### src/verilog/afsq_consts.svh
// constants for the alarm stop sequencer: object indices, reset values, codes
`ifndef AFSQ_CONSTS_SVH
`define AFSQ_CONSTS_SVH

// object dictionary indices
`define AFSQ_IDX_ALARM_SEQ       16'h3510
`define AFSQ_IDX_FAULT_SEL       16'h605E
`define AFSQ_IDX_PROFILE_DECEL   16'h6084
`define AFSQ_IDX_QSTOP_DECEL     16'h6085
`define AFSQ_IDX_TORQUE_RAMP     16'h6087
`define AFSQ_IDX_HOMING_ACCEL    16'h609A

// reset values of the settings
`define AFSQ_RST_ALARM_SEQ       16'h0000
`define AFSQ_RST_FAULT_SEL       16'h0000
`define AFSQ_RST_RATE            32'h00000000

// selector range accepted as active
`define AFSQ_SEL_MIN             16'sh0000
`define AFSQ_SEL_MAX             16'sh0002

// first-group alarm main codes, sub-codes 0..7
`define AFSQ_GRP_CODE_A          8'h50
`define AFSQ_GRP_CODE_B          8'h51
`define AFSQ_GRP_CODE_C          8'h55
`define AFSQ_GRP_CODE_D          8'h58
`define AFSQ_SUB_MAX             8'h07

// stop threshold in r/min
`define AFSQ_STOP_RPM            16'h001E

// drive state codes reported
`define AFSQ_DSM_OTHER           2'h0
`define AFSQ_DSM_REACT           2'h1
`define AFSQ_DSM_FAULT           2'h2

`endif

### src/verilog/afsq_pkg.sv
// types shared by the alarm stop sequencer files
package afsq_pkg;

  // operation mode groups as seen by this block
  typedef enum logic [2:0] {
    AFSQ_MODE_PROFILE_POS,
    AFSQ_MODE_INTERP_POS,
    AFSQ_MODE_PROFILE_VEL,
    AFSQ_MODE_HOMING,
    AFSQ_MODE_TORQUE
  } afsq_mode_t;

  // deceleration source handed to the profile generator
  typedef enum logic [2:0] {
    AFSQ_SRC_NONE,
    AFSQ_SRC_ALARM_SEQ,
    AFSQ_SRC_PROFILE_DECEL,
    AFSQ_SRC_QSTOP_DECEL,
    AFSQ_SRC_HOMING_ACCEL,
    AFSQ_SRC_TORQUE_RAMP
  } afsq_src_t;

  // alarm code: main number and sub number
  typedef struct packed {
    logic [7:0] main;
    logic [7:0] sub;
  } afsq_alarm_t;

  // object write/read request from the fieldbus side
  typedef struct packed {
    logic        wr;
    logic        rd;
    logic [15:0] index;
    logic [31:0] wdata;
  } afsq_obj_req_t;

  // deceleration command towards the profile generator
  typedef struct packed {
    afsq_src_t   src;
    logic [31:0] rate;
    logic [15:0] alarm_seq;
  } afsq_decel_t;

endpackage

### src/verilog/afsq_src_select.sv
// combinational choice of the deceleration source for one alarm
`timescale 1ns/100ps
`default_nettype none
`include "afsq_consts.svh"

module afsq_src_select
  import afsq_pkg::*;
(
  input  wire logic [15:0] fault_sel,   // fault reaction selector
  input  wire afsq_mode_t  mode,        // active operation mode
  input  wire afsq_alarm_t alarm,       // alarm code being raised
  output afsq_src_t        src          // chosen deceleration source
);

  // ------------------------------------------------------------
  // group decode
  // ------------------------------------------------------------
  function automatic logic first_group(input afsq_alarm_t a);
    logic main_hit;
    main_hit = (a.main == `AFSQ_GRP_CODE_A) || (a.main == `AFSQ_GRP_CODE_B) ||
               (a.main == `AFSQ_GRP_CODE_C) || (a.main == `AFSQ_GRP_CODE_D);
    return main_hit && (a.sub <= `AFSQ_SUB_MAX);
  endfunction

  logic sel_ok;

  // out-of-range selector falls back to the alarm sequence
  always_comb begin
    sel_ok = ($signed(fault_sel) >= `AFSQ_SEL_MIN) && ($signed(fault_sel) <= `AFSQ_SEL_MAX);
    src    = AFSQ_SRC_ALARM_SEQ;
    // other alarms
    if (first_group(alarm) && sel_ok) begin
      // first group only
      unique case (mode)
        AFSQ_MODE_PROFILE_POS, AFSQ_MODE_INTERP_POS, AFSQ_MODE_PROFILE_VEL: begin
          // position velocity
          if (fault_sel[1:0] == 2'h1)
            src = AFSQ_SRC_PROFILE_DECEL;
          else if (fault_sel[1:0] == 2'h2)
            src = AFSQ_SRC_QSTOP_DECEL;
        end
        AFSQ_MODE_HOMING: begin
          // homing choices
          if (fault_sel[1:0] == 2'h1)
            src = AFSQ_SRC_HOMING_ACCEL;
          else if (fault_sel[1:0] == 2'h2)
            src = AFSQ_SRC_QSTOP_DECEL;
        end
        AFSQ_MODE_TORQUE: begin
          // torque ramp
          if (fault_sel[1:0] != 2'h0)
            src = AFSQ_SRC_TORQUE_RAMP;
        end
        default: src = AFSQ_SRC_ALARM_SEQ;
      endcase
    end
  end

endmodule
`default_nettype wire

### src/verilog/afsq_sequencer.sv
// alarm stop sequencer: settings objects, source choice and fault state
//
// What this block does
// keeps signed 16-bit fault reaction selector, valid values 0 to 2
// selector choices apply only to alarm groups 80,81,85,88 sub 0..7
// position/velocity mode, selector 0: use alarm sequence, then fault
// position/velocity mode, selector 1: profile deceleration, then fault
// position/velocity mode, selector 2: quick-stop deceleration, then fault
// homing: 0 alarm sequence, 1 homing acceleration, 2 quick-stop
// torque: 0 alarm sequence, 1 or 2 torque ramp, then fault
// alarms outside first group always use alarm sequence
// deceleration starts at once on alarm, no master command
// report fault reaction active while decelerating
// motor stopped once actual speed at or below stop threshold
// after stop, drive state moves from reaction active to fault
// master writes only 0..2; other selector values act as disabled
`timescale 1ns/100ps
`default_nettype none
`include "afsq_consts.svh"

module afsq_sequencer
  import afsq_pkg::*;
#(
  parameter logic [15:0] STOP_RPM = `AFSQ_STOP_RPM  // stop threshold, r/min
)(
  input  wire logic          ref_clk,      // 100 MHz drive clock
  input  wire logic          nrst,         // async reset, active low
  input  wire afsq_obj_req_t obj_req,      // object access from fieldbus master
  output logic [31:0]        obj_rdata,    // read data, registered
  output logic               obj_ack,      // access taken, one cycle
  output logic               obj_err,      // unknown index, one cycle
  input  wire logic          alarm_raise,  // alarm event, one-cycle pulse
  input  wire afsq_alarm_t   alarm_code,   // code valid with alarm_raise
  input  wire afsq_mode_t    op_mode,      // active operation mode
  input  wire logic [15:0]   actual_rpm,   // speed magnitude, r/min
  input  wire logic          fault_clear,  // leave fault state, pulse
  output afsq_decel_t        decel_cmd,    // source and rate, registered
  output logic               decel_run,    // deceleration in progress
  output logic [1:0]         drive_state_machine  // drive state code
);

  // ------------------------------------------------------------
  // settings objects
  // ------------------------------------------------------------
  logic [15:0] alarm_stop_sequence_r,   alarm_stop_sequence_nxt;
  logic [15:0] fault_reaction_select_r, fault_reaction_select_nxt;
  logic [31:0] profile_decel_rate_r,    profile_decel_rate_nxt;
  logic [31:0] quick_stop_decel_rate_r, quick_stop_decel_rate_nxt;
  logic [31:0] torque_ramp_rate_r,      torque_ramp_rate_nxt;
  logic [31:0] homing_accel_rate_r,     homing_accel_rate_nxt;
  logic [31:0] obj_rdata_nxt;
  logic        obj_ack_nxt;
  logic        obj_err_nxt;
  logic        hit;

  // object write and read decode; any value stored, range checked on use
  always_comb begin
    alarm_stop_sequence_nxt   = alarm_stop_sequence_r;
    fault_reaction_select_nxt = fault_reaction_select_r;
    profile_decel_rate_nxt    = profile_decel_rate_r;
    quick_stop_decel_rate_nxt = quick_stop_decel_rate_r;
    torque_ramp_rate_nxt      = torque_ramp_rate_r;
    homing_accel_rate_nxt     = homing_accel_rate_r;
    obj_rdata_nxt             = obj_rdata;
    hit                       = 1'b1;
    unique case (obj_req.index)
      `AFSQ_IDX_ALARM_SEQ: begin
        if (obj_req.wr) alarm_stop_sequence_nxt = obj_req.wdata[15:0];
        if (obj_req.rd) obj_rdata_nxt = {16'h0000, alarm_stop_sequence_r};
      end
      `AFSQ_IDX_FAULT_SEL: begin
        // signed selector store
        if (obj_req.wr) fault_reaction_select_nxt = obj_req.wdata[15:0];
        if (obj_req.rd) obj_rdata_nxt = {{16{fault_reaction_select_r[15]}}, fault_reaction_select_r};
      end
      `AFSQ_IDX_PROFILE_DECEL: begin
        if (obj_req.wr) profile_decel_rate_nxt = obj_req.wdata;
        if (obj_req.rd) obj_rdata_nxt = profile_decel_rate_r;
      end
      `AFSQ_IDX_QSTOP_DECEL: begin
        if (obj_req.wr) quick_stop_decel_rate_nxt = obj_req.wdata;
        if (obj_req.rd) obj_rdata_nxt = quick_stop_decel_rate_r;
      end
      `AFSQ_IDX_TORQUE_RAMP: begin
        if (obj_req.wr) torque_ramp_rate_nxt = obj_req.wdata;
        if (obj_req.rd) obj_rdata_nxt = torque_ramp_rate_r;
      end
      `AFSQ_IDX_HOMING_ACCEL: begin
        if (obj_req.wr) homing_accel_rate_nxt = obj_req.wdata;
        if (obj_req.rd) obj_rdata_nxt = homing_accel_rate_r;
      end
      default: begin
        hit = 1'b0;
        if (obj_req.rd) obj_rdata_nxt = 32'h00000000;
      end
    endcase
    obj_ack_nxt = obj_req.wr | obj_req.rd;
    obj_err_nxt = (obj_req.wr | obj_req.rd) & ~hit;
  end

  // settings registers
  always_ff @(posedge ref_clk or negedge nrst) begin
    if (!nrst) begin
      alarm_stop_sequence_r   <= `AFSQ_RST_ALARM_SEQ;
      fault_reaction_select_r <= `AFSQ_RST_FAULT_SEL;
      profile_decel_rate_r    <= `AFSQ_RST_RATE;
      quick_stop_decel_rate_r <= `AFSQ_RST_RATE;
      torque_ramp_rate_r      <= `AFSQ_RST_RATE;
      homing_accel_rate_r     <= `AFSQ_RST_RATE;
      obj_rdata               <= 32'h00000000;
      obj_ack                 <= 1'b0;
      obj_err                 <= 1'b0;
    end else begin
      alarm_stop_sequence_r   <= alarm_stop_sequence_nxt;
      fault_reaction_select_r <= fault_reaction_select_nxt;
      profile_decel_rate_r    <= profile_decel_rate_nxt;
      quick_stop_decel_rate_r <= quick_stop_decel_rate_nxt;
      torque_ramp_rate_r      <= torque_ramp_rate_nxt;
      homing_accel_rate_r     <= homing_accel_rate_nxt;
      obj_rdata               <= obj_rdata_nxt;
      obj_ack                 <= obj_ack_nxt;
      obj_err                 <= obj_err_nxt;
    end
  end

  // ------------------------------------------------------------
  // source choice
  // ------------------------------------------------------------
  afsq_src_t chosen_src;

  // out-of-range selector disabled
  afsq_src_select u_src_select (
    .fault_sel (fault_reaction_select_r),
    .mode      (op_mode),
    .alarm     (alarm_code),
    .src       (chosen_src)
  );

  // rate of the chosen source; alarm sequence carries its own setting
  function automatic logic [31:0] rate_of(input afsq_src_t s);
    unique case (s)
      AFSQ_SRC_PROFILE_DECEL: return profile_decel_rate_r;
      AFSQ_SRC_QSTOP_DECEL:   return quick_stop_decel_rate_r;
      AFSQ_SRC_HOMING_ACCEL:  return homing_accel_rate_r;
      AFSQ_SRC_TORQUE_RAMP:   return torque_ramp_rate_r;
      default:                return 32'h00000000;
    endcase
  endfunction

  // ------------------------------------------------------------
  // drive state sequence
  // ------------------------------------------------------------
  typedef enum logic [1:0] {
    ST_RUN,
    ST_REACT,
    ST_FAULT
  } afsq_state_t;

  afsq_state_t state_r, state_nxt;
  afsq_decel_t decel_r, decel_nxt;
  logic        stopped;
  logic [1:0]  dsm_r, dsm_nxt;

  // speed compare is not filtered; measurement noise is the caller's to handle
  always_comb begin
    // stop threshold
    stopped   = (actual_rpm <= STOP_RPM);
    state_nxt = state_r;
    decel_nxt = decel_r;
    unique case (state_r)
      ST_RUN: begin
        if (alarm_raise) begin
          // start at once
          state_nxt           = ST_REACT;
          decel_nxt.src       = chosen_src;
          decel_nxt.rate      = rate_of(chosen_src);
          decel_nxt.alarm_seq = alarm_stop_sequence_r;
        end
      end
      ST_REACT: begin
        // stop leads to fault
        if (stopped) begin
          state_nxt     = ST_FAULT;
          decel_nxt.src = AFSQ_SRC_NONE;
        end
      end
      ST_FAULT: begin
        // later alarms while in fault do not restart the reaction
        if (fault_clear) begin
          state_nxt = ST_RUN;
          decel_nxt = '{AFSQ_SRC_NONE, 32'h00000000, 16'h0000};
        end
      end
      default: begin
        // unused state code: fall back to run with a cleared command
        state_nxt = ST_RUN;
        decel_nxt = '{AFSQ_SRC_NONE, 32'h00000000, 16'h0000};
      end
    endcase
    // registered state code keeps the pins free of decode glitches
    dsm_nxt = (state_nxt == ST_REACT) ? `AFSQ_DSM_REACT :
              (state_nxt == ST_FAULT) ? `AFSQ_DSM_FAULT : `AFSQ_DSM_OTHER;
  end

  // state and command registers
  always_ff @(posedge ref_clk or negedge nrst) begin
    if (!nrst) begin
      state_r <= ST_RUN;
      decel_r <= '{AFSQ_SRC_NONE, 32'h00000000, 16'h0000};
      dsm_r   <= `AFSQ_DSM_OTHER;
    end else begin
      state_r <= state_nxt;
      decel_r <= decel_nxt;
      dsm_r   <= dsm_nxt;
    end
  end

  // report reaction active
  assign decel_run           = (state_r == ST_REACT);
  assign decel_cmd           = decel_r;
  assign drive_state_machine = dsm_r;

endmodule
`default_nettype wire

### config.mk
export PLATFORM = sky130hd
export DESIGN_NAME = afsq_sequencer
export DESIGN_NICKNAME = d
export VERILOG_FILES = /design/src/verilog/afsq_pkg.sv /design/src/verilog/afsq_src_select.sv /design/src/verilog/afsq_sequencer.sv
export VERILOG_INCLUDE_DIRS = /design/src /design/src/verilog
export SDC_FILE = /design/constraint.sdc
export NUM_CORES = 1
export LEC_CHECK = 0
export ABC_AREA = 1
export BUFFER_PORTS_ARGS = -buffer_cell sky130_fd_sc_hd__buf_2
export CAP_MARGIN = 20
export CELL_PAD_IN_SITES_DETAIL_PLACEMENT = 1
export CELL_PAD_IN_SITES_GLOBAL_PLACEMENT = 1
export CORE_ASPECT_RATIO = 1.4
export CORE_MARGIN = 1.5
export CORE_UTILIZATION = 42
export CTS_CLUSTER_SIZE = 24
export DETAILED_ROUTE_END_ITERATION = 8
export HOLD_SLACK_MARGIN = 0.12
export PLACE_DENSITY_LB_ADDON = 0.1
export SYNTH_ARGS = -nofsm -noshare
export SYNTH_HDL_FRONTEND = slang
export SYNTH_HIERARCHICAL = 1
export SYNTH_SLANG_ARGS = --single-unit
### constraint.sdc
create_clock -name ref_clk -period 2.7 [get_ports ref_clk]
set_clock_uncertainty 0.1 [all_clocks]
set_input_delay 0.27 -clock ref_clk [delete_from_list [all_inputs] [get_ports ref_clk]]
set_output_delay 0.27 -clock ref_clk [all_outputs]
set_load 0.01 [all_outputs]
==> metrics.cfg, run 1 <==
[run_status]
status=completed

[critical_path]
cp-end-kind=flop
crit_path_start_kind=flop
rr_endpoint=decel_cmd[32]
max_stage_delay_ns=0.39
crit_path_frequent_cell=nand2_1
cp.arrival_ns=3.00
path_class=reg2reg
r2r_cells=16
regToRegSetupSlack_ns=0.08
cp_slowest_cell=dfrtp_1
r2r_start=fault_reaction_select_r[0]
path_cells=inv_2 -> ha_4 -> inv_1 -> nand2_1 -> nand3_1 -> nor2_2 -> nand2_2 -> nor2_4 -> inv_2 -> or2_4 -> nor2_4 -> clkbuf_16 -> nand2_1 -> nand4_1 -> nand2_1 -> nand2_1
worst_ep_required_time_ns=3.08
cp_max_fo=8

[clocking]
cts.sinks=249
htreeDepth=1
clk_latency_ns=0.55
clkSlewWorstSetupHoldPaths_ns=0.06
cts_buffer_depth=3
cts_made_buffers=26
cts_tree=yes
ctsRootBufferMaster=clkbuf_16

[global_route]
grt_use_total=0.2779
grt_overflow=0
grt_first_pass_wirelength_mm=65.35
grt_pass1_vias=12147
grt_max_degree=76
antenna_found_initial=0

[placement]
dp_hpwl_mm=26.71
port_buffers=173
dp_cells=2069
dpl_cell_area_um2=13440
place.gp.congestion=0.8044

[pwr]
leakagePower_uw=0.007662
finalPower_uw=8068
ir_worst_vdd_mv=0.4668
powerDensity_nw_per_um2=541.1

[route]
route.detailed.drc=0
vias_per_cell=5.357
routedWlPerCell_um=19.11
first_pass_iters=5
initialDrtViolationCount=560
via_count=11593
drtAntennaViolNets=0
routed_wl_mm=41.36

[synthesis]
yosysWarnings=6
ys_ff_latch=249
postSynthCellCount=1583
synth_flop_cell=dfrtp_1
ys_seq_area_frac=0.5118
synth_edf_count=0
syn_avg_cell_area_um2=7.691
yosysUniqueCellTypes=27
syn_area_um2=12170
synth_nets=1675
synth-async-reset-ratio=1.000

[floorplanning]
core_area_um2=28500
io-pin-count=177
fp.dieH_um=204.4
start_util=0.4272
die_w_um=146.9
fp.dieArea_um2=30030
rows=73

[hold_path]
holdPathEnd=state_r[0]
hp-start=actual_rpm[12]
hp-class=in2reg
hold_depth=5

[cells_and_area]
final_common_cell=nand2_1
diodes=0
areaGrowthSynthToFinish_pct=22.48
multi_input_area_um2=5184
drive_gt1_frac=0.1677
final_cell_mix=nand2_1, dfrtp_1, nand3_1
fin_cells=2164
fin_nets=1861
final_cell_area_um2=14910
fillers=3564
seq_area_um2=6232

[sta]
hold_viol_final=0
period_share=0.9696
tns_ns=0
worst_pin_slew_ns=0.8453
slew_headroom=0.4359
whs_ns=0.1261
fin_crit_ns=2.618
clock.fmax_ghz=0.3820
drv_slew=0
finalSetupViolations=0

[run]
maxCapViolCount=0

## critical path, delay by kind of cell (launching register included)
kind                     cells  cell delay [ns]
adder cells (fa/ha/maj)      1             0.13
buffers and inverters        4             0.41
flip-flops                   1             0.39
AND/OR/NAND/NOR             11             1.50
## registers in the layout, summed over array words and instances (netlist names), 2 cells and up
| register | flops |
|---|---|
| decel_cmd | 51 |
| homing_accel_rate_r | 32 |
| obj_rdata | 32 |
| profile_decel_rate_r | 32 |
| quick_stop_decel_rate_r | 32 |
| torque_ramp_rate_r | 32 |
| alarm_stop_sequence_r | 16 |
| fault_reaction_select_r | 16 |
| drive_state_machine | 2 |
| state_r | 2 |
## cell usage after synthesis (16+ instances only)
master      n  area, µm²
nand3_1   174      870.8
inv_1      77      289.0
nor2_1    110      412.9
nand4_1    37      231.5
o21ai_0    62      310.3
o21ai_1   153      765.7
dfrtp_1   249       6231
clkbuf_1   30      112.6
buf_4      16      120.1
a21oi_1    17      85.08
nand2_1   566       2125
buf_2      43      215.2
## cell families (layout without fill, tap and decap cells)
family,after synthesis,after routing,synth area share
compound gates,233,233,0.09599
flops,249,249,0.5118
simple gates,920,920,0.3217
buf+inv,178,384,0.06742
fa+ha+maj,3,3,0.003084
## final cells by class
class	count	area share
sequential	249	0.4180
multi-input combinational	1156	0.3477
timing repair buffer	253	0.1196
clock buffer	44	0.05899
tap	375	0.03147
inverter	83	0.02089
clock inverter	4	0.003440
## worst max path at each step
stage | startpoint | endpoint | slack [ns]
6_report | fault_reaction_select_r[0] | decel_cmd[32] | 0.08
5_1_grt | fault_reaction_select_r[0] | decel_cmd[32] | -0.03
4_1_cts | fault_reaction_select_r[0] | decel_cmd[35] | 0.002
3_5_place_dp | fault_reaction_select_r[0] | decel_cmd[30] | 0.07
3_3_place_gp | fault_reaction_select_r[15] | decel_cmd[35] | 0.13
2_1_floorplan | fault_reaction_select_r[0] | decel_cmd[43] | 0.56
## routing by layer
metal,GRT usage,wire length (µm)
met1,0.3290,16910
met2,0.5062,20980
met3,0.02545,1504
met4,0.1318,1966
met5,0,0
## per-stage QoR
stage          utilization  worst slack, ns
3_5_place_dp        0.4717          0.06923
4_1_cts             0.5184         0.001736
3_3_place_gp        0.4717           0.1251
6_report            0.5232          0.08206
5_1_grt             0.5232         -0.02706
2_1_floorplan            -           0.5571
## report_power, final
group	switching, µW	leakage (µW)	internal (µW)
logic	307	0.00376	152
clock network	1530	0.000465	2310
registers	14.3	0.00344	3750
total	1860	0.00766	6210
## what timing repair did
item,CTS,global route
setup buffers,0,2
pin swaps,1,8
hold endpoints to repair,428,1
gates cloned,0,3
resized for setup,0,12
endpoints found under the setup margin,1,33
hold buffers,40,3
Note: power is estimated with default switching activity, not from simulation.
==> run 2, diff against run 1 <==
==> constraint.sdc (replaced) <==
create_clock -name ref_clk -period 2.8 [get_ports ref_clk]
set_clock_uncertainty 0.1 [all_clocks]
set_input_delay 0.28 -clock ref_clk [delete_from_list [all_inputs] [get_ports ref_clk]]
set_output_delay 0.28 -clock ref_clk [all_outputs]
set_load 0.01 [all_outputs]
==> metrics.cfg, run 2 (same netlist as run 1, synthesis figures left out) <==
[route]
drtAntennaViolNets=0
routedWlPerCell_um=18.87
initialDrtViolationCount=511
first_pass_iters=5
via_count=11481
routed_wl_mm=40.76
route.detailed.drc=0
vias_per_cell=5.315

[critical_path]
crit_path_start_kind=flop
cp-end-kind=flop
crit_family=simple AND/OR/NAND/NOR gates
cp.arrival_ns=3.02
path_class=reg2reg
worst_ep_required_time_ns=3.18
path_cells=inv_1 -> ha_1 -> inv_1 -> nand2_1 -> nand3_1 -> nor2_2 -> nand2_1 -> nor2_2 -> inv_1 -> or2_4 -> nor2_4 -> buf_12 -> nand2_1 -> nand4_1 -> nand2_1 -> nand2_1
crit_buf_inv=4
cp_slowest_cell=dfrtp_1
cp_max_fo=8
crit_path_frequent_cell=nand2_1
max_stage_delay_ns=0.40

[placement]
place.gp.congestion=0.8056
dp_hpwl_mm=26.48
dp_cells=2069
port_buffers=173
dpl_cell_area_um2=13420

[cells_and_area]
areaGrowthSynthToFinish_pct=21.26
fin_nets=1859
seq_area_um2=6231
largest_reg_flops=51
final_util=0.5180
final_common_cell=nand2_1
fillers=3568
fin_cells=2160
final_cell_area_um2=14760
final_cell_mix=nand2_1, dfrtp_1, nand3_1
diodes=0
multi_input_area_um2=5159
drive_gt1_frac=0.1625

[clocking]
htreeDepth=1
clkSlewWorstSetupHoldPaths_ns=0.06
cts_buffer_depth=3
cts_made_buffers=26
ctsRootBufferMaster=clkbuf_16
cts_tree=yes
cts.sinks=249
clk_latency_ns=0.54

[sta]
tns_ns=0
hold_viol_final=0
slew_headroom=0.4452
period_share=0.9448
clock.fmax_ghz=0.3780
finalSetupViolations=0
worst_pin_slew_ns=0.8314
drv_slew=0
rsz0062_at_grt=false
fin_crit_ns=2.646

[floorplanning]
fp.dieArea_um2=30030
rows=73
fp.dieH_um=204.4
die_w_um=146.9
core_area_um2=28500
start_util=0.4272
io-pin-count=177

[global_route]
grt_overflow=0
grt_pass1_vias=11913
antenna_found_initial=0
grt_first_pass_wirelength_mm=63.98
grt_use_total=0.2725
grt_max_degree=73

[pwr]
p_int_uw=5756
power_frac_seq=0.485
powerDensity_nw_per_um2=507.9
leakagePower_uw=0.007591
combinationalPowerShare=0.059
ir_worst_vdd_mv=0.4187
finalPower_uw=7498
p_switching_uw=1742
switching_share=0.2323
pwr-share-clk=0.457

[run]
maxCapViolCount=0

[hold_path]
hp-class=in2reg

[run_status]
status=completed

[run 2: changes by cell type in the layout (fill, tap and decap cells not counted), moves of 2 or more]
cell           before  now
nor2_4             14   12
inv_1              75   77
clkinv_4            0    2
dlygate4sd3_1      42   39
nor2_2              7    9
clkbuf_1            3    7
buf_12             13   11
clkinvlp_4          0    2
clkbuf_8           14    5
buf_4              22   25
inv_2               8    6
[run 2: final cells by class]
type / count / area share
tap: 375 / 0.03178
timing repair buffer: 251 / 0.1185
clock inverter: 7 / 0.004916
sequential: 249 / 0.4221
inverter: 83 / 0.02110
clock buffer: 39 / 0.05221
multi-input combinational: 1156 / 0.3494
[run 2: worst paths after layout]
| kind | slack, ns | cells past startpoint | endpoint | from |
|---|---|---|---|---|
| worst max-delay path | 0.15 | 16 | decel_cmd[32] | fault_reaction_select_r[0] |
| worst min register to register | 0.38 | 2 | obj_rdata[16] | obj_rdata[16] |
| worst min-delay path | 0.13 | 3 | fault_reaction_select_r[15] | obj_req[15] |
| max in group asynchronous | 1.60 | 3 | quick_stop_decel_rate_r[25] | nrst |
| min in group asynchronous | 0.22 | 2 | decel_cmd[11] | nrst |
| worst max register to register | 0.15 | 16 | decel_cmd[32] | fault_reaction_select_r[0] |
[run 2: tightest hold or removal path: stages]
cell     delay [ns]
buf_2          0.07
inv_1          0.19
o21ai_1        0.19
[run 2: per-layer routing]
metal | wire length, µm | track usage
met1 | 16360 | 0.3172
met2 | 20690 | 0.4933
met3 | 1594 | 0.02857
met4 | 2118 | 0.1432
met5 | 0 | 0
[run 2: what timing repair did]
item,CTS,global route
setup endpoints to repair,0,27
hold endpoints to repair,246,0
buffers inserted,0,3
hold buffers,39,0
resized for setup,0,4
[run 2: per-stage QoR]
| step | worst slack, ns | hold slack (ns) |
|---|---|---|
| after floorplan | 0.6571 | -0.1156 |
| after global placement | 0.2120 | 0.2029 |
| after detailed placement | 0.09616 | 0.2091 |
| after CTS | 0.07443 | 0.1226 |
| after global routing | 0.01765 | 0.1453 |
| final | 0.1545 | 0.1317 |
[run 2: power by group through the flow]
| stage | clock [µW] | sequential, µW | combinational (µW) |
|---|---|---|---|
| after floorplan | 0 | 3710 | 145 |
| after detailed placement | 0 | 3700 | 405 |
| final | 3420 | 3640 | 440 |
| after global placement | 0 | 3700 | 395 |
| after CTS | 3510 | 3630 | 446 |
| after global routing | 3650 | 3630 | 493 |
==> run 3, diff against run 2 <==
--- a/config.mk
+++ b/config.mk
@@ -7,6 +7,7 @@
 export NUM_CORES = 1
 export LEC_CHECK = 0
 export ABC_AREA = 1
+export ABC_CLOCK_PERIOD_IN_PS = 2800
 export BUFFER_PORTS_ARGS = -buffer_cell sky130_fd_sc_hd__buf_2
 export CAP_MARGIN = 20
 export CELL_PAD_IN_SITES_DETAIL_PLACEMENT = 1
@@ -17,7 +18,7 @@
 export CTS_CLUSTER_SIZE = 24
 export DETAILED_ROUTE_END_ITERATION = 8
 export HOLD_SLACK_MARGIN = 0.12
-export PLACE_DENSITY_LB_ADDON = 0.1
+export PLACE_DENSITY_LB_ADDON = 0.25
 export SYNTH_ARGS = -nofsm -noshare
 export SYNTH_HDL_FRONTEND = slang
 export SYNTH_HIERARCHICAL = 1
==> metrics.cfg, run 3 (same netlist as run 1, synthesis figures left out) <==
[sta]
fin_crit_ns=2.719
whs_ns=0.1698
worst_pin_slew_ns=0.7394
period_share=0.9712
finalSetupViolations=0
clock.fmax_ghz=0.3678
drv_slew=0
slew_headroom=0.5071
hold_viol_final=0

[clocking]
ctsRootBufferMaster=clkbuf_16
cts_buffer_depth=3
clkSlewWorstSetupHoldPaths_ns=0.06
htreeDepth=1
clk_latency_ns=0.53
cts.sinks=249
cts_tree=yes
cts_made_buffers=25

[critical_path]
crit_buf_inv=5
rr_endpoint=decel_cmd[31]
path_class=in2reg
max_stage_delay_ns=0.63
path_cells=dlygate4sd3_1 -> buf_2 -> nor2_1 -> dlygate4sd3_1 -> nand4_1 -> dlygate4sd3_1 -> o21ai_1 -> dlygate4sd3_1
regToRegSetupSlack_ns=0.10
crit_path_frequent_cell=dlygate4sd3_1
cp-end-kind=flop
path_depth=8
cp_slowest_cell=dlygate4sd3_1
crit_family=buffers and inverters
worst_ep_required_time_ns=3.17
r2r_start=fault_reaction_select_r[12]
r2r_cells=14
cp.arrival_ns=3.08
worstSetupStartpoint=actual_rpm[15]
crit_path_start_kind=input port
cp_max_fo=3
critical_path.endpoint=state_r[1]

[pwr]
powerDensity_nw_per_um2=506.6
leakagePower_uw=0.007597
ir_worst_vdd_mv=0.4313

[global_route]
gr-usage-met1=0.3210
grt_pass1_vias=12068
grt_overflow=0
grt_first_pass_wirelength_mm=64.27
use_met2=0.5045
antenna_found_initial=0
top_usage_layer=met2
grt_use_total=0.2709
grt_max_degree=78
grtUsageMet3=0.02121

[placement]
place.gp.congestion=0.7799
dp_cells=2067
dpl_cell_area_um2=13440
dp_hpwl_mm=26.34
port_buffers=173

[route]
vias_per_cell=5.382
routedWlPerCell_um=18.95
first_pass_iters=5
route.detailed.drc=0
via_count=11609
drtAntennaViolNets=0
routed_wl_mm=40.88
initialDrtViolationCount=652

[cells_and_area]
fin_nets=1856
fillers=3578
final_cell_mix=nand2_1, dfrtp_1, nand3_1
diodes=0
multi_input_area_um2=5159
largest_reg_flops=51
drive_gt1_frac=0.1639
fin_cells=2157
final_common_cell=nand2_1
seq_area_um2=6231
areaGrowthSynthToFinish_pct=21.41
final_cell_area_um2=14780

[floorplanning]
fp.dieArea_um2=30030
io-pin-count=177
rows=73
core_area_um2=28500
start_util=0.4272
fp.dieH_um=204.4
die_w_um=146.9

[run]
maxCapViolCount=0

[run_status]
status=completed

[hold_path]
hp-class=in2reg

## run 3: worst min path at each step
stage,startpoint,endpoint,depth (start not counted)
floorplan,nrst,alarm_stop_sequence_r[0],0
global placement,nrst,obj_rdata[20],1
detailed placement,nrst,obj_rdata[20],1
CTS,obj_req[45],fault_reaction_select_r[15],5
global route,obj_req[45],fault_reaction_select_r[15],5
finish,obj_req[42],fault_reaction_select_r[15],6
## run 3: area by class of cell
type                            count  share of cell area
Clock inverter                      9            0.005333
Sequential cell                   249              0.4216
Tap cell                          375             0.03174
Timing Repair Buffer              249              0.1200
Clock buffer                       36             0.05121
Inverter                           83             0.02108
Multi-Input combinational cell   1156              0.3490
## run 3: power by group
part	total [µW]	switching, µW	internal, µW
clock	3410	1450	1970
combinational	441	294	147
sequential	3630	13.7	3620
total	7490	1750	5730
## run 3: through the flow
step                setup WS (ns)  TNS (ns)  power [µW]  utilization
floorplan                  0.6571         0        3855            -
global placement           0.2362         0        4092       0.4716
detailed placement         0.1414         0        4104       0.4716
CTS                        0.1260         0        7543       0.5150
global route             -0.01670  -0.02417        7727       0.5187
finish                    0.08077         0        7488       0.5187
## run 3: metal layers
layer | routed length [µm] | vias up | part of all wire
met5 | 0 | - | 0
met4 | 1681 | 0 | 0.041
met3 | 1598 | 80 | 0.039
met2 | 21250 | 277 | 0.52
met1 | 16350 | 5754 | 0.40
li1 | - | 5498 | -
## run 3: what timing repair did
| action | in CTS | in global routing |
|---|---|---|
| hold buffers | 40 | 0 |
| buffers inserted | 0 | 2 |
| hold endpoints to repair | 285 | 0 |
| endpoints found under the setup margin | 0 | 24 |
| gates resized for setup | 0 | 6 |
## run 3: worst register-to-register path, stage by stage (launching register included)
cell       delay, ns
dfrtp_1         0.40
nor2_1          0.12
and2_1          0.17
nand2_1         0.12
nor2_2          0.18
nand2_1         0.12
nor2_2          0.15
inv_1           0.07
or2_4           0.26
nor2_4          0.28
clkbuf_16       0.27
nand2_1         0.07
nand4_1         0.20
nand2_1         0.08
nand2_1         0.06
